--- config.mk ---
export PLATFORM = sky130hd
export DESIGN_NAME = aspirc_core
export DESIGN_NICKNAME = d
export VERILOG_FILES = /design/src/aspirc_pkg.sv /design/src/aspirc_core.sv
export SDC_FILE = /design/constraint.sdc
export NUM_CORES = 1
export LEC_CHECK = 0
export ABC_AREA = 1
export CORE_MARGIN = 8
export CORE_UTILIZATION = 60
export CTS_CLUSTER_SIZE = 10
export DETAILED_ROUTE_END_ITERATION = 12
export DONT_BUFFER_PORTS = 1
export PLACE_DENSITY = 0.76
export SETUP_SLACK_MARGIN = 0.2
export SLEW_MARGIN = 15
export SYNTH_ARGS = -nofsm -noshare
export SYNTH_HDL_FRONTEND = slang
export SYNTH_SLANG_ARGS = --single-unit
--- constraint.sdc ---
create_clock -name clk_sys -period 5.5 [get_ports clk_sys]
set_input_delay 0.825 -clock clk_sys [delete_from_list [all_inputs] [get_ports clk_sys]]
set_output_delay 0.825 -clock clk_sys [all_outputs]
set_load 0.005 [all_outputs]
--- src/aspirc_pkg.sv ---
package aspirc_pkg;

  // Register byte offsets on the APB side.
  localparam logic [11:0] OFF_DATA = 12'h000;
  localparam logic [11:0] OFF_RXSTAT = 12'h004;
  localparam logic [11:0] OFF_FLAG = 12'h018;
  localparam logic [11:0] OFF_LPDIV = 12'h020;
  localparam logic [11:0] OFF_DIVINT = 12'h024;
  localparam logic [11:0] OFF_DIVISOR_FRACTION_FIELD = 12'h028;
  localparam logic [11:0] OFF_LINE = 12'h02c;
  localparam logic [11:0] OFF_CTRL = 12'h030;

  // Control register field positions and reset value.
  localparam int CTRL_PORT_EN = 0;
  localparam int CTRL_IR_EN = 1;
  localparam int CTRL_IR_LP = 2;
  localparam int CTRL_TX_EN = 8;
  localparam int CTRL_RX_EN = 9;
  localparam logic [9:0] CTRL_RESET = 10'h300;

  // Flag register field positions.
  localparam int FLAG_BUSY = 3;
  localparam int FLAG_RX_EMPTY = 4;
  localparam int FLAG_TX_FULL = 5;
  localparam int FLAG_RX_FULL = 6;
  localparam int FLAG_TX_EMPTY = 7;

  // Receive status positions inside a 12-bit receive entry; ST_START is a bit of the receive status register.
  localparam int ST_FRAME = 8;
  localparam int ST_PARITY = 9;
  localparam int ST_BREAK = 10;
  localparam int ST_OVERRUN = 11;
  localparam int ST_START = 4;

  // Oversampling figures: check point of the start bit, last tick of a bit and infrared pulse lengths.
  localparam logic [3:0] START_CHECK_TICK = 4'h7;
  localparam logic [3:0] BIT_LAST_TICK = 4'hf;
  localparam logic [3:0] IR_NORMAL_TICKS = 4'h3;
  localparam logic [1:0] IR_LP_TICKS = 2'h3;

  // Line control layout, low byte of the line control register.
  typedef struct packed {
    logic stick;      // Bit 7: stick parity.
    logic [1:0] wlen; // Bits 6:5: data bits minus five.
    logic fifoEn;     // Bit 4: kept for software, FIFOs are always on.
    logic twoStop;    // Bit 3: two stop bits.
    logic evenPar;    // Bit 2: even parity.
    logic parEn;      // Bit 1: parity enable.
    logic sendBreak;  // Bit 0: hold the line low.
  } aspirc_line_t;

  // The 30-bit configuration loaded on a line control write.
  typedef struct packed {
    logic [15:0] divInt;
    logic [5:0] divisor_fraction_field;
    aspirc_line_t line;
  } aspirc_cfg_t;

  typedef enum {TX_IDLE, TX_START, TX_DATA, TX_PAR, TX_STOP} aspirc_tx_t;
  typedef enum {RX_IDLE, RX_START, RX_DATA, RX_PAR, RX_STOP} aspirc_rx_t;

endpackage

--- src/aspirc_core.sv ---
// Local design decisions: the APB interface to the registers and the register offsets.
`timescale 1ns/1ps

// What this block does
// - Divisor is 16-bit integer plus 6-bit fraction.
// - Tick at sixteen times baud, bit every 16.
// - Divisor and line settings load on line write.
// - Start, data LSB first, parity, stop bits.
// - Five to eight bits, parity kinds, stop count.
// - Sixteen-entry FIFOs; receive adds four status bits.
// - Enabled port sends frames until FIFO empties.
// - Busy from FIFO non-empty until stop sent.
// - Falling input starts counter, check eighth tick.
// - High at check means false start, idle.
// - Data sampled every sixteenth tick, then parity.
// - Low stop sample flags a framing error.
// - Characters stored with overrun, parity, framing, break.
// - Transmit and receive enables, both set after reset.
// - Disabling finishes the current character first.
// - Normal infrared: zero is 3/16 high pulse.
// - Low-power infrared pulse is three divider periods.
// - Low-power divider divides by 1 to 256.
// - Infrared low input is a pulse, decoded onward.
module aspirc_core #(
  parameter int DEPTH = 16 // Entries in each FIFO.
) (
  input wire logic clk_sys, // System clock, 25 MHz.
  input wire logic rst_n, // Synchronous reset, active low.
  input wire logic psel, // APB select.
  input wire logic penable, // APB access phase.
  input wire logic pwrite, // APB direction, high for write.
  input wire logic [11:0] paddr, // APB byte address.
  input wire logic [31:0] pwdata, // APB write data.
  output logic [31:0] prdata, // APB read data, from a flop.
  output logic pready, // APB ready, always high.
  output logic pslverr, // APB error for unmapped address.
  input wire logic serialInPin, // Serial or infrared receive line.
  output logic serialOutPin // Serial or infrared transmit line.
);

  localparam int AW = $clog2(DEPTH); // FIFO index width; pointers are one bit wider.

  // Counts entries in a FIFO from its two wrapping pointers.
  function automatic logic [AW:0] fill(input logic [AW:0] wr, input logic [AW:0] rd);
    fill = wr - rd;
  endfunction

  // Register bus decode. Reads are staged in the setup cycle, so no wait state is needed.
  logic setupRd; // Read setup cycle.
  logic accWr; // Write access cycle.
  logic accRd; // Read access cycle.
  logic mapped; // Address hits a register.
  assign setupRd = psel && !penable && !pwrite;
  assign accWr = psel && penable && pwrite;
  assign accRd = psel && penable && !pwrite;
  assign pready = 1'b1;
  assign mapped = paddr inside {aspirc_pkg::OFF_DATA, aspirc_pkg::OFF_RXSTAT,
    aspirc_pkg::OFF_FLAG, aspirc_pkg::OFF_LPDIV, aspirc_pkg::OFF_DIVINT,
    aspirc_pkg::OFF_DIVISOR_FRACTION_FIELD, aspirc_pkg::OFF_LINE, aspirc_pkg::OFF_CTRL};
  assign pslverr = psel && penable && !mapped;

  // Software-visible registers.
  logic [9:0] ctrl_q; // Port control register.
  logic [15:0] divInt_q; // Integer divisor staging register.
  logic [5:0] divisor_fraction_field_q; // Fraction divisor staging register.
  logic [7:0] lpDiv_q; // Low-power divider, zero means 256.
  aspirc_pkg::aspirc_cfg_t cfg_q; // Active 30-bit configuration.
  logic lineWr; // Line control write this cycle.
  assign lineWr = accWr && paddr == aspirc_pkg::OFF_LINE;

  logic portEn, txEn, rxEn, irEn, irLp; // Control fields.
  assign portEn = ctrl_q[aspirc_pkg::CTRL_PORT_EN];
  assign txEn = ctrl_q[aspirc_pkg::CTRL_TX_EN];
  assign rxEn = ctrl_q[aspirc_pkg::CTRL_RX_EN];
  assign irEn = ctrl_q[aspirc_pkg::CTRL_IR_EN];
  assign irLp = ctrl_q[aspirc_pkg::CTRL_IR_LP];

  // Staging registers load freely; the divisor only takes effect with a line write.
  always_ff @(posedge clk_sys)
  begin
    if (!rst_n)
    begin
      ctrl_q <= aspirc_pkg::CTRL_RESET;
      divInt_q <= 16'h0000;
      divisor_fraction_field_q <= 6'h00;
      lpDiv_q <= 8'h00;
      cfg_q <= '0;
    end
    else if (accWr)
    begin
      if (paddr == aspirc_pkg::OFF_CTRL) ctrl_q <= pwdata[9:0];
      if (paddr == aspirc_pkg::OFF_DIVINT) divInt_q <= pwdata[15:0];
      if (paddr == aspirc_pkg::OFF_DIVISOR_FRACTION_FIELD) divisor_fraction_field_q <= pwdata[5:0];
      if (paddr == aspirc_pkg::OFF_LPDIV) lpDiv_q <= pwdata[7:0];
      if (lineWr) cfg_q <= {divInt_q, divisor_fraction_field_q, pwdata[7:0]};
    end
  end

  // Fractional baud generator: period is divInt cycles plus one extra cycle
  // each time the fraction accumulator overflows, so the average is divInt+frac/64.
  logic [16:0] baudCnt_q; // Cycles since the last tick.
  logic [5:0] fracAcc_q; // Fraction accumulator.
  logic extra_q; // Stretch the current period by one cycle.
  logic oversampleTick; // Sixteen times the bit rate.
  logic [6:0] fracSum; // Accumulator plus fraction.
  assign fracSum = {1'b0, fracAcc_q} + {1'b0, cfg_q.divisor_fraction_field};
  assign oversampleTick = cfg_q.divInt != 16'h0000 &&
    baudCnt_q >= {1'b0, cfg_q.divInt} + {16'h0000, extra_q};
  always_ff @(posedge clk_sys)
  begin
    if (!rst_n || lineWr)
    begin
      baudCnt_q <= 17'h00001;
      fracAcc_q <= 6'h00;
      extra_q <= 1'b0;
    end
    else if (oversampleTick)
    begin
      baudCnt_q <= 17'h00001;
      fracAcc_q <= fracSum[5:0];
      extra_q <= fracSum[6];
    end
    else baudCnt_q <= baudCnt_q + 17'h00001;
  end

  // Low-power infrared tick: divides the system clock by lpDiv, zero giving 256.
  logic [7:0] lpCnt_q; // Divider count.
  logic lowpowerIrTick; // One cycle per divider period.
  assign lowpowerIrTick = lpCnt_q == lpDiv_q - 8'h01;
  always_ff @(posedge clk_sys)
  begin
    if (!rst_n || lowpowerIrTick) lpCnt_q <= 8'h00;
    else lpCnt_q <= lpCnt_q + 8'h01;
  end

  // Transmit FIFO, written from the data register.
  logic [7:0] txMem [DEPTH];
  logic [AW:0] txWr_q, txRd_q; // Wrapping pointers.
  logic txFull, txEmpty, txPush, txPop; // FIFO status and strobes.
  assign txFull = fill(txWr_q, txRd_q) == (AW+1)'(DEPTH);
  assign txEmpty = txWr_q == txRd_q;
  assign txPush = accWr && paddr == aspirc_pkg::OFF_DATA && !txFull;

  // Transmit engine state.
  aspirc_pkg::aspirc_tx_t txState_q; // Current frame part.
  logic [3:0] txTick_q; // Oversample ticks within the bit.
  logic [2:0] txBitIdx_q; // Data bit or stop bit index.
  logic [7:0] txShift_q; // Character being sent.
  logic txLine; // Plain serial level.
  logic txBitEnd; // Last tick of a bit.
  logic [1:0] lpPulse_q; // Low-power ticks since bit start.
  logic txPar; // Parity bit to send.
  logic txBusy; // Transmitter busy flag.
  assign txBitEnd = oversampleTick && txTick_q == aspirc_pkg::BIT_LAST_TICK;
  assign txPop = txState_q == aspirc_pkg::TX_IDLE && !txEmpty && portEn && txEn;
  assign txBusy = !txEmpty || txState_q != aspirc_pkg::TX_IDLE;

  // Parity over the enabled data bits; stick parity sends a fixed level.
  function automatic logic parity(input logic [7:0] d, input aspirc_pkg::aspirc_line_t l);
    logic [7:0] m;
    m = 8'h1f | (8'he0 >> (2'h3 - l.wlen));
    if (l.stick) parity = !l.evenPar;
    else parity = ^(d & m) ^ !l.evenPar;
  endfunction
  assign txPar = parity(txShift_q, cfg_q.line);

  always_ff @(posedge clk_sys)
  begin
    if (!rst_n) txWr_q <= '0;
    else if (txPush)
    begin
      txMem[txWr_q[AW-1:0]] <= pwdata[7:0];
      txWr_q <= txWr_q + 1'b1;
    end
  end

  // Frame sequencing. The enable is looked at only between characters, so a
  // character under way always completes.
  always_ff @(posedge clk_sys)
  begin
    if (!rst_n)
    begin
      txState_q <= aspirc_pkg::TX_IDLE;
      txRd_q <= '0;
      txTick_q <= 4'h0;
      txBitIdx_q <= 3'h0;
      txShift_q <= 8'h00;
    end
    else
    begin
      if (oversampleTick) txTick_q <= txTick_q + 4'h1;
      case (txState_q)
        aspirc_pkg::TX_IDLE:
        begin
          if (txPop)
          begin
            txShift_q <= txMem[txRd_q[AW-1:0]];
            txRd_q <= txRd_q + 1'b1;
            txTick_q <= 4'h0;
            txState_q <= aspirc_pkg::TX_START;
          end
        end
        aspirc_pkg::TX_START:
        begin
          if (txBitEnd)
          begin
            txBitIdx_q <= 3'h0;
            txState_q <= aspirc_pkg::TX_DATA;
          end
        end
        aspirc_pkg::TX_DATA:
        begin
          if (txBitEnd)
          begin
            txBitIdx_q <= txBitIdx_q + 3'h1;
            // Data leaves LSB first by index; the copy is never shifted, so the
            // parity worked out from it stays valid for the whole frame.
            if ({1'b0, txBitIdx_q} == {2'b00, cfg_q.line.wlen} + 4'h4)
            begin
              txBitIdx_q <= 3'h0;
              txState_q <= cfg_q.line.parEn ? aspirc_pkg::TX_PAR : aspirc_pkg::TX_STOP;
            end
          end
        end
        aspirc_pkg::TX_PAR:
        begin
          if (txBitEnd) txState_q <= aspirc_pkg::TX_STOP;
        end
        aspirc_pkg::TX_STOP:
        begin
          if (txBitEnd)
          begin
            txBitIdx_q <= 3'h1;
            if (!cfg_q.line.twoStop || txBitIdx_q == 3'h1)
              txState_q <= aspirc_pkg::TX_IDLE;
          end
        end
        default: txState_q <= aspirc_pkg::TX_IDLE;
      endcase
    end
  end

  // Plain line level for each frame part.
  always_comb
  begin
    case (txState_q)
      aspirc_pkg::TX_START: txLine = 1'b0;
      aspirc_pkg::TX_DATA: txLine = txShift_q[txBitIdx_q];
      aspirc_pkg::TX_PAR: txLine = txPar;
      default: txLine = 1'b1;
    endcase
    if (cfg_q.line.sendBreak) txLine = 1'b0;
  end

  // Low-power pulse timer restarts at each bit boundary.
  always_ff @(posedge clk_sys)
  begin
    if (!rst_n || txBitEnd || txPop) lpPulse_q <= 2'h0;
    else if (lowpowerIrTick && lpPulse_q != aspirc_pkg::IR_LP_TICKS) lpPulse_q <= lpPulse_q + 2'h1;
  end

  // Infrared encoder: a zero becomes a short high pulse, a one stays low.
  logic irPulse; // Pulse window of the current bit.
  assign irPulse = irLp ? lpPulse_q != aspirc_pkg::IR_LP_TICKS
                        : txTick_q < aspirc_pkg::IR_NORMAL_TICKS;
  always_ff @(posedge clk_sys)
  begin
    if (!rst_n) serialOutPin <= 1'b1;
    else if (irEn) serialOutPin <= !txLine && irPulse && txState_q != aspirc_pkg::TX_IDLE;
    else serialOutPin <= txLine;
  end

  // Two-flop synchroniser; only the second stage is looked at.
  logic rxMeta_q, rxSync_q; // Synchroniser stages.
  always_ff @(posedge clk_sys)
  begin
    if (!rst_n)
    begin
      rxMeta_q <= 1'b1;
      rxSync_q <= 1'b1;
    end
    else
    begin
      rxMeta_q <= serialInPin;
      rxSync_q <= rxMeta_q;
    end
  end

  // Infrared decoder: a low pulse is stretched to a full zero bit.
  logic [4:0] irHold_q; // Ticks left in a decoded zero.
  logic rxBit; // Decoded serial level.
  always_ff @(posedge clk_sys)
  begin
    if (!rst_n) irHold_q <= 5'h00;
    else if (irEn && !rxSync_q) irHold_q <= 5'h10;
    else if (oversampleTick && irHold_q != 5'h00) irHold_q <= irHold_q - 5'h01;
  end
  assign rxBit = irEn ? irHold_q == 5'h00 : rxSync_q;

  // Receive FIFO holding status above the character.
  logic [11:0] rxMem [DEPTH];
  logic [AW:0] rxWr_q, rxRd_q; // Wrapping pointers.
  logic rxFull, rxEmpty, rxPush, rxPop; // FIFO status and strobes.
  assign rxFull = fill(rxWr_q, rxRd_q) == (AW+1)'(DEPTH);
  assign rxEmpty = rxWr_q == rxRd_q;
  assign rxPop = accRd && paddr == aspirc_pkg::OFF_DATA && !rxEmpty;

  // Receive engine.
  aspirc_pkg::aspirc_rx_t rxState_q; // Current frame part.
  logic [3:0] rxTick_q; // Ticks within the bit.
  logic [2:0] rxBitIdx_q; // Data bits taken.
  logic [7:0] rxShift_q; // Character gathered.
  logic rxParErr_q; // Parity mismatch seen.
  logic rxAllLow_q; // Every sample so far was low.
  logic overrunPend_q; // A character was lost; mark the next one.
  logic [11:0] pushWord; // Entry written at the stop bit.
  logic rxSample; // Middle of a bit.
  assign rxSample = oversampleTick && rxTick_q == aspirc_pkg::BIT_LAST_TICK;
  assign rxPush = rxSample && rxState_q == aspirc_pkg::RX_STOP;
  assign pushWord = {overrunPend_q, rxAllLow_q && !rxBit, rxParErr_q, !rxBit,
    rxShift_q >> (2'h3 - cfg_q.line.wlen)};

  always_ff @(posedge clk_sys)
  begin
    if (!rst_n)
    begin
      rxState_q <= aspirc_pkg::RX_IDLE;
      rxWr_q <= '0;
      rxTick_q <= 4'h0;
      rxBitIdx_q <= 3'h0;
      rxShift_q <= 8'h00;
      rxParErr_q <= 1'b0;
      rxAllLow_q <= 1'b0;
      overrunPend_q <= 1'b0;
    end
    else
    begin
      if (oversampleTick) rxTick_q <= rxTick_q + 4'h1;
      case (rxState_q)
        aspirc_pkg::RX_IDLE:
        begin
          rxTick_q <= 4'h0;
          if (portEn && rxEn && !rxBit) rxState_q <= aspirc_pkg::RX_START;
        end
        aspirc_pkg::RX_START:
        begin
          if (oversampleTick && rxTick_q == aspirc_pkg::START_CHECK_TICK)
          begin
            rxTick_q <= 4'h0;
            rxBitIdx_q <= 3'h0;
            rxParErr_q <= 1'b0;
            rxAllLow_q <= 1'b1;
            // A high level here was noise: drop it back to idle.
            rxState_q <= rxBit ? aspirc_pkg::RX_IDLE : aspirc_pkg::RX_DATA;
          end
        end
        aspirc_pkg::RX_DATA:
        begin
          if (rxSample)
          begin
            rxShift_q <= {rxBit, rxShift_q[7:1]};
            rxAllLow_q <= rxAllLow_q && !rxBit;
            rxBitIdx_q <= rxBitIdx_q + 3'h1;
            if ({1'b0, rxBitIdx_q} == {2'b00, cfg_q.line.wlen} + 4'h4)
              rxState_q <= cfg_q.line.parEn ? aspirc_pkg::RX_PAR : aspirc_pkg::RX_STOP;
          end
        end
        aspirc_pkg::RX_PAR:
        begin
          if (rxSample)
          begin
            rxParErr_q <= rxBit != parity(rxShift_q >> (2'h3 - cfg_q.line.wlen),
              cfg_q.line);
            rxAllLow_q <= rxAllLow_q && !rxBit;
            rxState_q <= aspirc_pkg::RX_STOP;
          end
        end
        aspirc_pkg::RX_STOP:
        begin
          if (rxSample)
          begin
            rxState_q <= aspirc_pkg::RX_IDLE;
            if (rxFull) overrunPend_q <= 1'b1;
            else
            begin
              rxMem[rxWr_q[AW-1:0]] <= pushWord;
              rxWr_q <= rxWr_q + 1'b1;
              overrunPend_q <= 1'b0;
            end
          end
        end
        default: rxState_q <= aspirc_pkg::RX_IDLE;
      endcase
    end
  end

  // Receive status: error bits of the last read entry plus sticky overrun and
  // false start. A write clears them, but a new event in that cycle still sets.
  logic [4:0] rxStat_q; // {false start, overrun, break, parity, framing}.
  logic falseStart; // Start check found the line high.
  assign falseStart = rxState_q == aspirc_pkg::RX_START && oversampleTick &&
    rxTick_q == aspirc_pkg::START_CHECK_TICK && rxBit;
  always_ff @(posedge clk_sys)
  begin
    if (!rst_n) rxStat_q <= 5'h00;
    else
    begin
      if (accWr && paddr == aspirc_pkg::OFF_RXSTAT) rxStat_q <= 5'h00;
      if (rxPop) rxStat_q[2:0] <= rxMem[rxRd_q[AW-1:0]][10:8];
      if (rxPush && rxFull) rxStat_q[3] <= 1'b1;
      if (falseStart) rxStat_q[aspirc_pkg::ST_START] <= 1'b1;
    end
  end

  // Receive read pointer.
  always_ff @(posedge clk_sys)
  begin
    if (!rst_n) rxRd_q <= '0;
    else if (rxPop) rxRd_q <= rxRd_q + 1'b1;
  end

  // Read data is registered in the setup cycle.
  always_ff @(posedge clk_sys)
  begin
    if (!rst_n) prdata <= 32'h00000000;
    else if (setupRd)
    begin
      case (paddr)
        aspirc_pkg::OFF_DATA: prdata <= rxEmpty ? 32'h00000000
                                      : {20'h00000, rxMem[rxRd_q[AW-1:0]]};
        aspirc_pkg::OFF_RXSTAT: prdata <= {27'h0, rxStat_q};
        aspirc_pkg::OFF_FLAG: prdata <= {24'h000000, txEmpty, rxFull, txFull, rxEmpty,
                                         txBusy, 3'h0};
        aspirc_pkg::OFF_LPDIV: prdata <= {24'h000000, lpDiv_q};
        aspirc_pkg::OFF_DIVINT: prdata <= {16'h0000, divInt_q};
        aspirc_pkg::OFF_DIVISOR_FRACTION_FIELD: prdata <= {26'h0, divisor_fraction_field_q};
        aspirc_pkg::OFF_LINE: prdata <= {24'h000000, cfg_q.line};
        aspirc_pkg::OFF_CTRL: prdata <= {22'h0, ctrl_q};
        default: prdata <= 32'h00000000;
      endcase
    end
  end
endmodule

; Word-level counts from Yosys, hierarchy flattened
; Memories as Yosys holds them, arrays and structs flattened. A register that Yosys moved wholly into a read port is not among the register bits.
; Index checks and enable logic that the tools add are counted.
[word_totals]
ram_bits = 320
output_inout_bits = 35
memories = 2
register_bits = 258
[mem_list]
columns = name, words, word_bits, read_ports, rd_clocked_by_memory_dff, write_ports, line
row1 = rxMem, 16, 12, 1, 1, 1, aspirc_core.sv:301  ; logic [11:0] rxMem [DEPTH];
row2 = txMem, 16, 8, 1, 1, 1, aspirc_core.sv:137  ; logic [7:0] txMem [DEPTH];
[classes]
magnitude_cmp = 3
bitwise_logic = 6
eq_ne = 44
n_shift = 2
mux = 68
n_reduce_logical = 88
add_sub_neg = 19
[ops]
columns = op, n
row1 = 32-bit 2-to-1 mux, 13
row2 = 32-bit one-hot mux with 5 select lines, 2
row3 = "32-bit by 2-bit == test with 1-bit output, second input constant", 5
row4 = 16-bit one-hot mux with 8 select lines, 1
row5 = 32-bit logical NOT, 3
row6 = "32-bit by 1-bit == test with 1-bit output, second input constant", 2
row7 = "32-bit by 3-bit == test with 1-bit output, second input constant", 2
row8 = "12-bit by 6-bit == test with 1-bit output, second input constant", 5
row9 = "32-bit by 4-bit == test with 1-bit output, second input constant", 1
row10 = 1-bit logical AND, 32
row11 = 32-bit nonzero test, 1
row12 = 4-bit 2-to-1 mux, 7
row13 = "2-bit inequality test, second input constant", 14
row14 = 1-bit 2-to-1 mux, 25
row15 = 3-bit 2-to-1 mux, 8
row16 = "5-bit by 1-bit adder with 5-bit output, second input constant", 4
row17 = 16-bit by 1-bit adder with 17-bit output, 1
row18 = "17-bit by 1-bit adder with 17-bit output, second input constant", 1
row19 = 17-bit greater-or-equal comparator, 1
row20 = 8-bit bitwise AND, 2
row21 = 2-bit AND reduction, 8
row22 = 16-bit nonzero test, 1
row23 = 8-bit XOR reduction, 2
row24 = 5-bit 2-to-1 mux, 3
row25 = 48 further kinds, 86

; Depth between registers and ports, before layout
; Gate-level depths: netlist (run 1).
[logic_depth]
depth_word = 12
depth_mapped = 23
ltp_nobuf = 23

; Worst setup path before layout (run 1)
; No wires, ideal clock.
[synth_timing]
path_kind = register -> register
start = register cfg_q[14] (netlist bit)
end = memory rxMem[12][0] (enable)
required_ns = 5.120
path_buffers = 0
path_slack_ns = 1.610
stages_incl_launch_ff = 23
arrival_ns = 3.510
cell_sequence = dfxtp_1 > ha_1 > ha_1 > nand2_1 > nor2_1 > nand2_1 > nor4_2 > nand4_1 > nor2_1 > nand3_1 > ha_1 > nand2_1 > nor2_4 > nand2_1 > nor2_1 > nor2_1 > nand3_2 > nand3_4 > nor2_4 > nand2_4 > nor2_4 > nand2_2 > nor2_1
[synth_via]
elab_chain_cells = 8
word_cells_on_any_way = 9
[synth_lines]
columns = item, line
row1 = from (decl), aspirc_core.sv:67  ; aspirc_pkg::aspirc_cfg_t cfg_q;
row2 = from (signal assigned), aspirc_core.sv:95  ; if (lineWr) cfg_q <= {divInt_q, divisor_fraction_field_q, pwdata[7:0]};
row3 = 16-bit by 1-bit adder with 17-bit output, aspirc_core.sv:108  ; baudCnt_q >= {1'b0, cfg_q.divInt} + {16'h0000, extra_q};
row4 = 17-bit greater-or-equal comparator, aspirc_core.sv:108
row5 = 1-bit logical AND *, aspirc_core.sv:107  ; assign oversampleTick = cfg_q.divInt != 16'h0000 &&
row6 = 1-bit logical AND *, aspirc_core.sv:318  ; assign rxSample = oversampleTick && rxTick_q == aspirc_pkg::BIT_LAST_TICK;
row7 = 1-bit 2-to-1 mux *, aspirc_core.sv:380  ; if (rxSample)
row8 = 1-bit 2-to-1 mux *, aspirc_core.sv:339  ; case (rxState_q)
row9 = 1-bit 2-to-1 mux *, aspirc_core.sv:325  ; if (!rst_n)
row10 = 1-bit 2-to-1 mux (implied by the code) *, aspirc_core.sv:386  ; rxMem[rxWr_q[AW-1:0]] <= pushWord;
row11 = to (decl), aspirc_core.sv:301
; Mark *: on every way between the ends. The rest lies on a longest branch, timed or not.

; Worst setup path after layout (run 1)
[layout_timing]
start = register cfg_q[14] (netlist bit)
end = memory rxMem[14][3] (enable)
; Same word-level chain as after synthesis.

==> impl_metrics.toml, run 1 <==
[outcome]
status = "completed"

[synth]
synth-async-reset-ratio = 0
synth_seq_cells = 516
ys_top_cells_by_count = "366 x nor2_1, 345 x nand2_1, 320 x edfxtp_1, 258 x o21ai_0, 196 x dfxtp_1"
synth_top_area_frac = 0.407
synthTopCellsByArea = "edfxtp_1 41%, dfxtp_1 17%, nor2_1 5.8%, nand2_1 5.5%, o21ai_0 5.5%"
synth_edf_count = 320
synth_top_area_cell = "edfxtp_1"
ys.flop_type = "edfxtp_1"
yosysUniqueCellTypes = 54
yosys_warnings = 0
syn_area_sq_mm = 0.0236
syn_area_per_cell_sq_um = 9.47
synthCells = 2495
yosysMostFrequentCell = "nor2_1"
ys_seq_area_frac = 0.573

[run]
maxCapViolCount = 0

[setup_path]
cp-end-kind = "flop"
cp_max_fo = 12
crit_path_start_kind = "flop"
crit_arrival_ns = 4.51
crit_type = "flop to flop"
cp_data_required_time_ns = 5.78

[finish]
multi_input_area_sq_mm = 0.00872
fin_area_sq_mm = 0.0256
area_growth_pct = 8.54
final_core_util = 0.662
post_route_cells_drive_above_1_share = 0.0717
fill_cells = 2972
nets = 2582
seq_area_sq_mm = 0.0135
layoutNonFillerInstCount = 3042

[die]
io_pins = 85
die_w_um = 214
die_h_um = 214
core-area_sq_mm = 0.0387
start_util = 0.610
dieArea_sq_mm = 0.0460
core.rowCount = 72

[detailed_routing]
vias = 17854
via_per_inst = 5.87
drc = 0
avgRoutedWirePerCell_um = 18.8
dr.pass1.iters = 5
drtIter0Drc = 1842
antenna_left = 0
drt-total-wl_mm = 57.3

[global_routing]
grt_pass1_vias = 16845
grt_antenna_before_repair = 1
grt.overflow.total = 0
gr-usage-all-layers = 0.241
grt_start_max_net_pins = 99
grt_pass1_wl_mm = 89.9

[power]
sw_frac_of_total = 0.221
intPower_mw = 6.25
power_frac_comb = 0.048
pwr-share-seq = 0.517
clock_power_share = 0.436
power_leakage_nw = 9.54
power_density_mw_per_mm2 = 313
switching_power_mw = 1.77
vdd_drop_max_mv = 0.268
p_total_mw = 8.01

[sta]
worst_pin_slew_ns = 0.975
period_minus_slack_ns = 4.23
setup_viol = 0
setup_tns_ns = 0
slew_headroom = 0.350
fin_skew_ns = 0.0223
hold_viol = 0
fin_crit_sh = 0.769
maxSlewViolCount = 0
rsz0062_at_grt = "false"
max_clock_freq_mhz = 237

[clocking]
clk_latency_ns = 0.61
clockBufferDepth = 3
htree_levels = 2
cts.hold.buffers_added = 0
cts-resized-gates = 0
post_cts_buffers = 0
numCtsBuffers = 58
cts.sinks = 516
cts_root_buffer = "clkbuf_16"
clk_transition_reported_paths_ns = 0.06
cts_tree = "done"

[placement]
placed_cell_area_sq_mm = 0.0239
placed_cells = 2936
place.gp.congestion = 0.944
hpwl_mm = 37.3
portBuffers = 0

[hold_path]
hold_class = "input pin to flop"
-- critical path: stages, from the launching register on --
cell and delay [ns]:
dfxtp_1 0.39, ha_1 0.21, ha_1 0.22, nand2_1 0.09, nor2_1 0.11, nand2_1 0.11, nor4_2 0.28, nand4_1 0.17
nor2_1 0.18, nand3_1 0.10, ha_1 0.33, nand2_1 0.11, nor2_4 0.13, nand2_1 0.09, nor2_1 0.12, nor2_1 0.06
nand3_2 0.21, nand3_4 0.14, nor2_4 0.14, nand2_4 0.09, nor2_4 0.14, nand2_2 0.13, nor2_1 0.12, buf_4 0.24
-- cell type report --
cell class | instances | share of cell area
tap | 518 | 0.0253
clock inverter | 4 | 0.00268
clock buffer | 101 | 0.0641
antenna | 1 | 0.0000976
sequential | 516 | 0.528
timing repair buffer | 31 | 0.00956
multi-input combinational | 1664 | 0.340
inverter | 207 | 0.0304
-- power groups by stage --
stage	combinational [mW]	clock, mW	sequential [mW]
5_1_grt	0.437	3.69	4.14
6_report	0.381	3.49	4.14
4_1_cts	0.372	3.53	4.14
3_5_place_dp	0.369	0	4.22
3_3_place_gp	0.354	0	4.22
2_1_floorplan	0.312	0	4.21
-- per-layer routing --
metal	part of all wire	global-route usage	up-vias
li1	-	-	8548
met1	0.43	0.334	8492
met2	0.46	0.381	702
met3	0.079	0.0403	112
met4	0.029	0.0827	0
met5	0	0	-
-- through the flow --
stage / setup WS [ns] / hold slack [ns]
final: 1.27 / 0.315
after global routing: 0.879 / 0.291
after CTS: 1.28 / 0.292
after detailed placement: 1.30 / 0.404
after global placement: 1.47 / 0.401
after floorplan: 1.61 / 0.393
-- path summary, 6_finish.rpt --
kind	startpoint	end	slack, ns	cells past startpoint
setup reg to reg	cfg_q[14]	rxMem[14][3]	1.27	23
setup / recovery	cfg_q[14]	rxMem[14][3]	1.27	23
hold / removal	pwdata[7]	txMem[4][7]	0.32	0
hold reg to reg	rxMeta_q	rxSync_q	0.41	1
-- state kept, by name, summed over array words and instances (netlist names), 6 cells and up, named ones only --
name and cells:
baudCnt_q 17, lpCnt_q 8, lpDiv_q 8, divInt_q 16, prdata 16, divisor_fraction_field_q 6, rxShift_q 8, fracAcc_q 6
rxMem 192, ctrl_q 10, cfg_q 30, txShift_q 8, txMem 128
-- layout by cell type, fill, tap and decap left out, types with 8 or more instances in the layout --
cell type and count:
o21ai_0 258, a211oi_1 23, nor2_4 8, clkbuf_1 41, inv_2 16, o21ai_1 12, o22ai_1 39, inv_1 189
xnor2_1 20, a21oi_1 154, nand4_1 31, clkbuf_16 59, nand2_1 345, nand3_1 132, nand2_2 14, a31oi_1 11
conb_1 17, ha_1 53, nor2_2 8, o221ai_1 17, dfxtp_1 193, o211ai_1 36, buf_4 30, xor2_1 40
nor2_1 366, nor3_1 21, edfxtp_1 320
-- logic make-up (layout without fill, tap and decap cells) --
group / after synthesis / after routing / synth area share
AND/OR/NAND/NOR: 971 / 971 / 0.183
AO/OA/AOI/OAI: 562 / 562 / 0.132
flip-flops: 516 / 516 / 0.573
buffers and inverters: 330 / 343 / 0.0607
XOR/XNOR: 60 / 60 / 0.0222
adder cells (fa/ha/maj): 54 / 54 / 0.0289
other: 2 / 18 / 0.000318
Power figures use the tool's default switching activity.
==> run 2, diff against run 1 <==
==> constraint.sdc (replaced) <==
create_clock -name clk_sys -period 4 [get_ports clk_sys]
set_input_delay 0.6 -clock clk_sys [delete_from_list [all_inputs] [get_ports clk_sys]]
set_output_delay 0.6 -clock clk_sys [all_outputs]
set_load 0.005 [all_outputs]
==> impl_metrics.toml, run 2 (synthesis results as in run 1) <==
[outcome]
status = "completed"

[clocking]
clockBufferDepth = 3
cts_root_buffer = "clkbuf_16"
cts.sinks = 516
cts_tree = "done"
numCtsBuffers = 59
cts.hold.buffers_added = 0
clk_latency_ns = 0.62
htree_levels = 2
clk_transition_reported_paths_ns = 0.06

[global_routing]
grt_start_max_net_pins = 99
grt_antenna_before_repair = 0
gr-usage-all-layers = 0.248
grt_pass1_vias = 17062
grt_pass1_wl_mm = 92.4
grt.overflow.total = 0

[finish]
nets = 2632
area_growth_pct = 11.9
final_core_util = 0.682
final_cell_mix = "342 x nor2_1, 337 x nand2_1, 320 x edfxtp_1"
fin_area_sq_mm = 0.0264
post_route_cells_drive_above_1_share = 0.106
largest_reg_flops = 192
layout_commonest_cell = "nor2_1"
antenna_cells = 0

[setup_path]
crit_arrival_ns = 4.20
cp_slowest_stage_delay_ns = 0.35
cp_max_fo = 6
critPathMostFrequentCell = "nor2_4"
cp-end-kind = "flop"
crit_type = "flop to flop"
critPathTopFamily = "simple AND/OR/NAND/NOR gates"
crit_chain = "ha_4 -> ha_4 -> nand2_4 -> nor2_4 -> nand2_2 -> nor4_4 -> nand4_1 -> nor2_2 -> xor2_1 -> ha_1 -> nand2_2 -> nor2_4 -> nand3_2 -> nor2_2 -> nor2_2 -> nand3_4 -> nand3_4 -> nor2_4 -> nand2_4 -> nor2_4 -> nand2_4 -> nor2_4 -> buf_6"
crit_path_start_kind = "flop"
cp_data_required_time_ns = 4.32
timing.rr.start = "extra_q"
worstSetupStartpoint = "extra_q"
cp_num_buf_inv = 1
cpMaxStageDelayCell = "dfxtp_2"

[detailed_routing]
antenna_left = 0
vias = 18162
via_per_inst = 5.88
drc = 0
avgRoutedWirePerCell_um = 19.2
dr.pass1.iters = 6
drtIter0Drc = 1988
drt-total-wl_mm = 59.2

[sta]
period_minus_slack_ns = 3.88
slew_headroom = 0.377
rsz0062_at_grt = "true"
max_clock_freq_mhz = 258
maxSlewViolCount = 0
fin_crit_sh = 0.970
hold_viol = 0
worst_pin_slew_ns = 0.934
setup_viol = 0
fin_skew_ns = 0.0181

[placement]
placed_cell_area_sq_mm = 0.0242
hpwl_mm = 38.5
place.gp.congestion = 0.914
portBuffers = 0

[hold_path]
hold_class = "input pin to flop"
hp-start = "pwdata[3]"

[die]
start_util = 0.610
die_w_um = 214
core-area_sq_mm = 0.0387
io_pins = 85
dieArea_sq_mm = 0.0460
die_h_um = 214
core.rowCount = 72

[run]
maxCapViolCount = 0

[power]
vdd_drop_max_mv = 0.372
power_density_mw_per_mm2 = 420
power_leakage_nw = 9.91
## run 2: cell types whose count changed in the layout (fill, tap and decap cells not counted), sizes merged
cell    before  now
buf         31   79
clkinv       5    6
diode        1    0
inv        206  208
clkbuf     101  100
## run 2: power breakdown
part	switching (mW)	internal, mW
clock	2.06	2.79
sequential	0.0379	5.66
combinational	0.380	0.170
total	2.47	8.62
## run 2: layout make-up
class	count	area [sq um]
clock buffers	99	1660
clock inverters	7	50.0
fillers	2887	12300
inverters	207	787
multi-input cells	1664	8990
flip-flops and latches	516	13500
well taps	518	648
repair buffers	80	762
## run 2: path summary, 6_finish.rpt
check                       to  slack (ns)  cells past startpoint
setup / recovery   rxMem[1][0]        0.12                     23
hold / removal    txMem[15][3]        0.08                      0
setup reg to reg   rxMem[1][0]        0.12                     23
hold reg to reg       rxSync_q        0.39                      1
## run 2: timing repair
action / 4_1_cts / 5_1_grt
pin swaps: 8 / 27
gates resized for setup: 47 / 59
setup endpoints to repair: 201 / 244
setup buffers: 9 / 5
gates cloned: 4 / 5
## run 2: routing by layer
| metal | GRT usage | up-vias | wire, um |
|---|---|---|---|
| met4 | 0.0839 | 0 | 1690 |
| met1 | 0.336 | 8584 | 24200 |
| met2 | 0.404 | 802 | 28300 |
| met3 | 0.0379 | 115 | 5060 |
| met5 | 0 | - | 0 |
| li1 | - | 8661 | - |
## run 2: per-stage QoR
stage               worst slack [ns]  std cells  power [mW]  hold WS (ns)  TNS, ns
global placement               0.102       2962        6.30         0.406        0
global route                  -0.127       3091        11.4        0.0532   -13.00
floorplan                      0.110       2510        6.22         0.393        0
finish                         0.120       3091        11.1        0.0792        0
detailed placement           -0.0569       2962        6.32         0.402    -3.12
CTS                            0.201       3081        11.1        0.0468        0
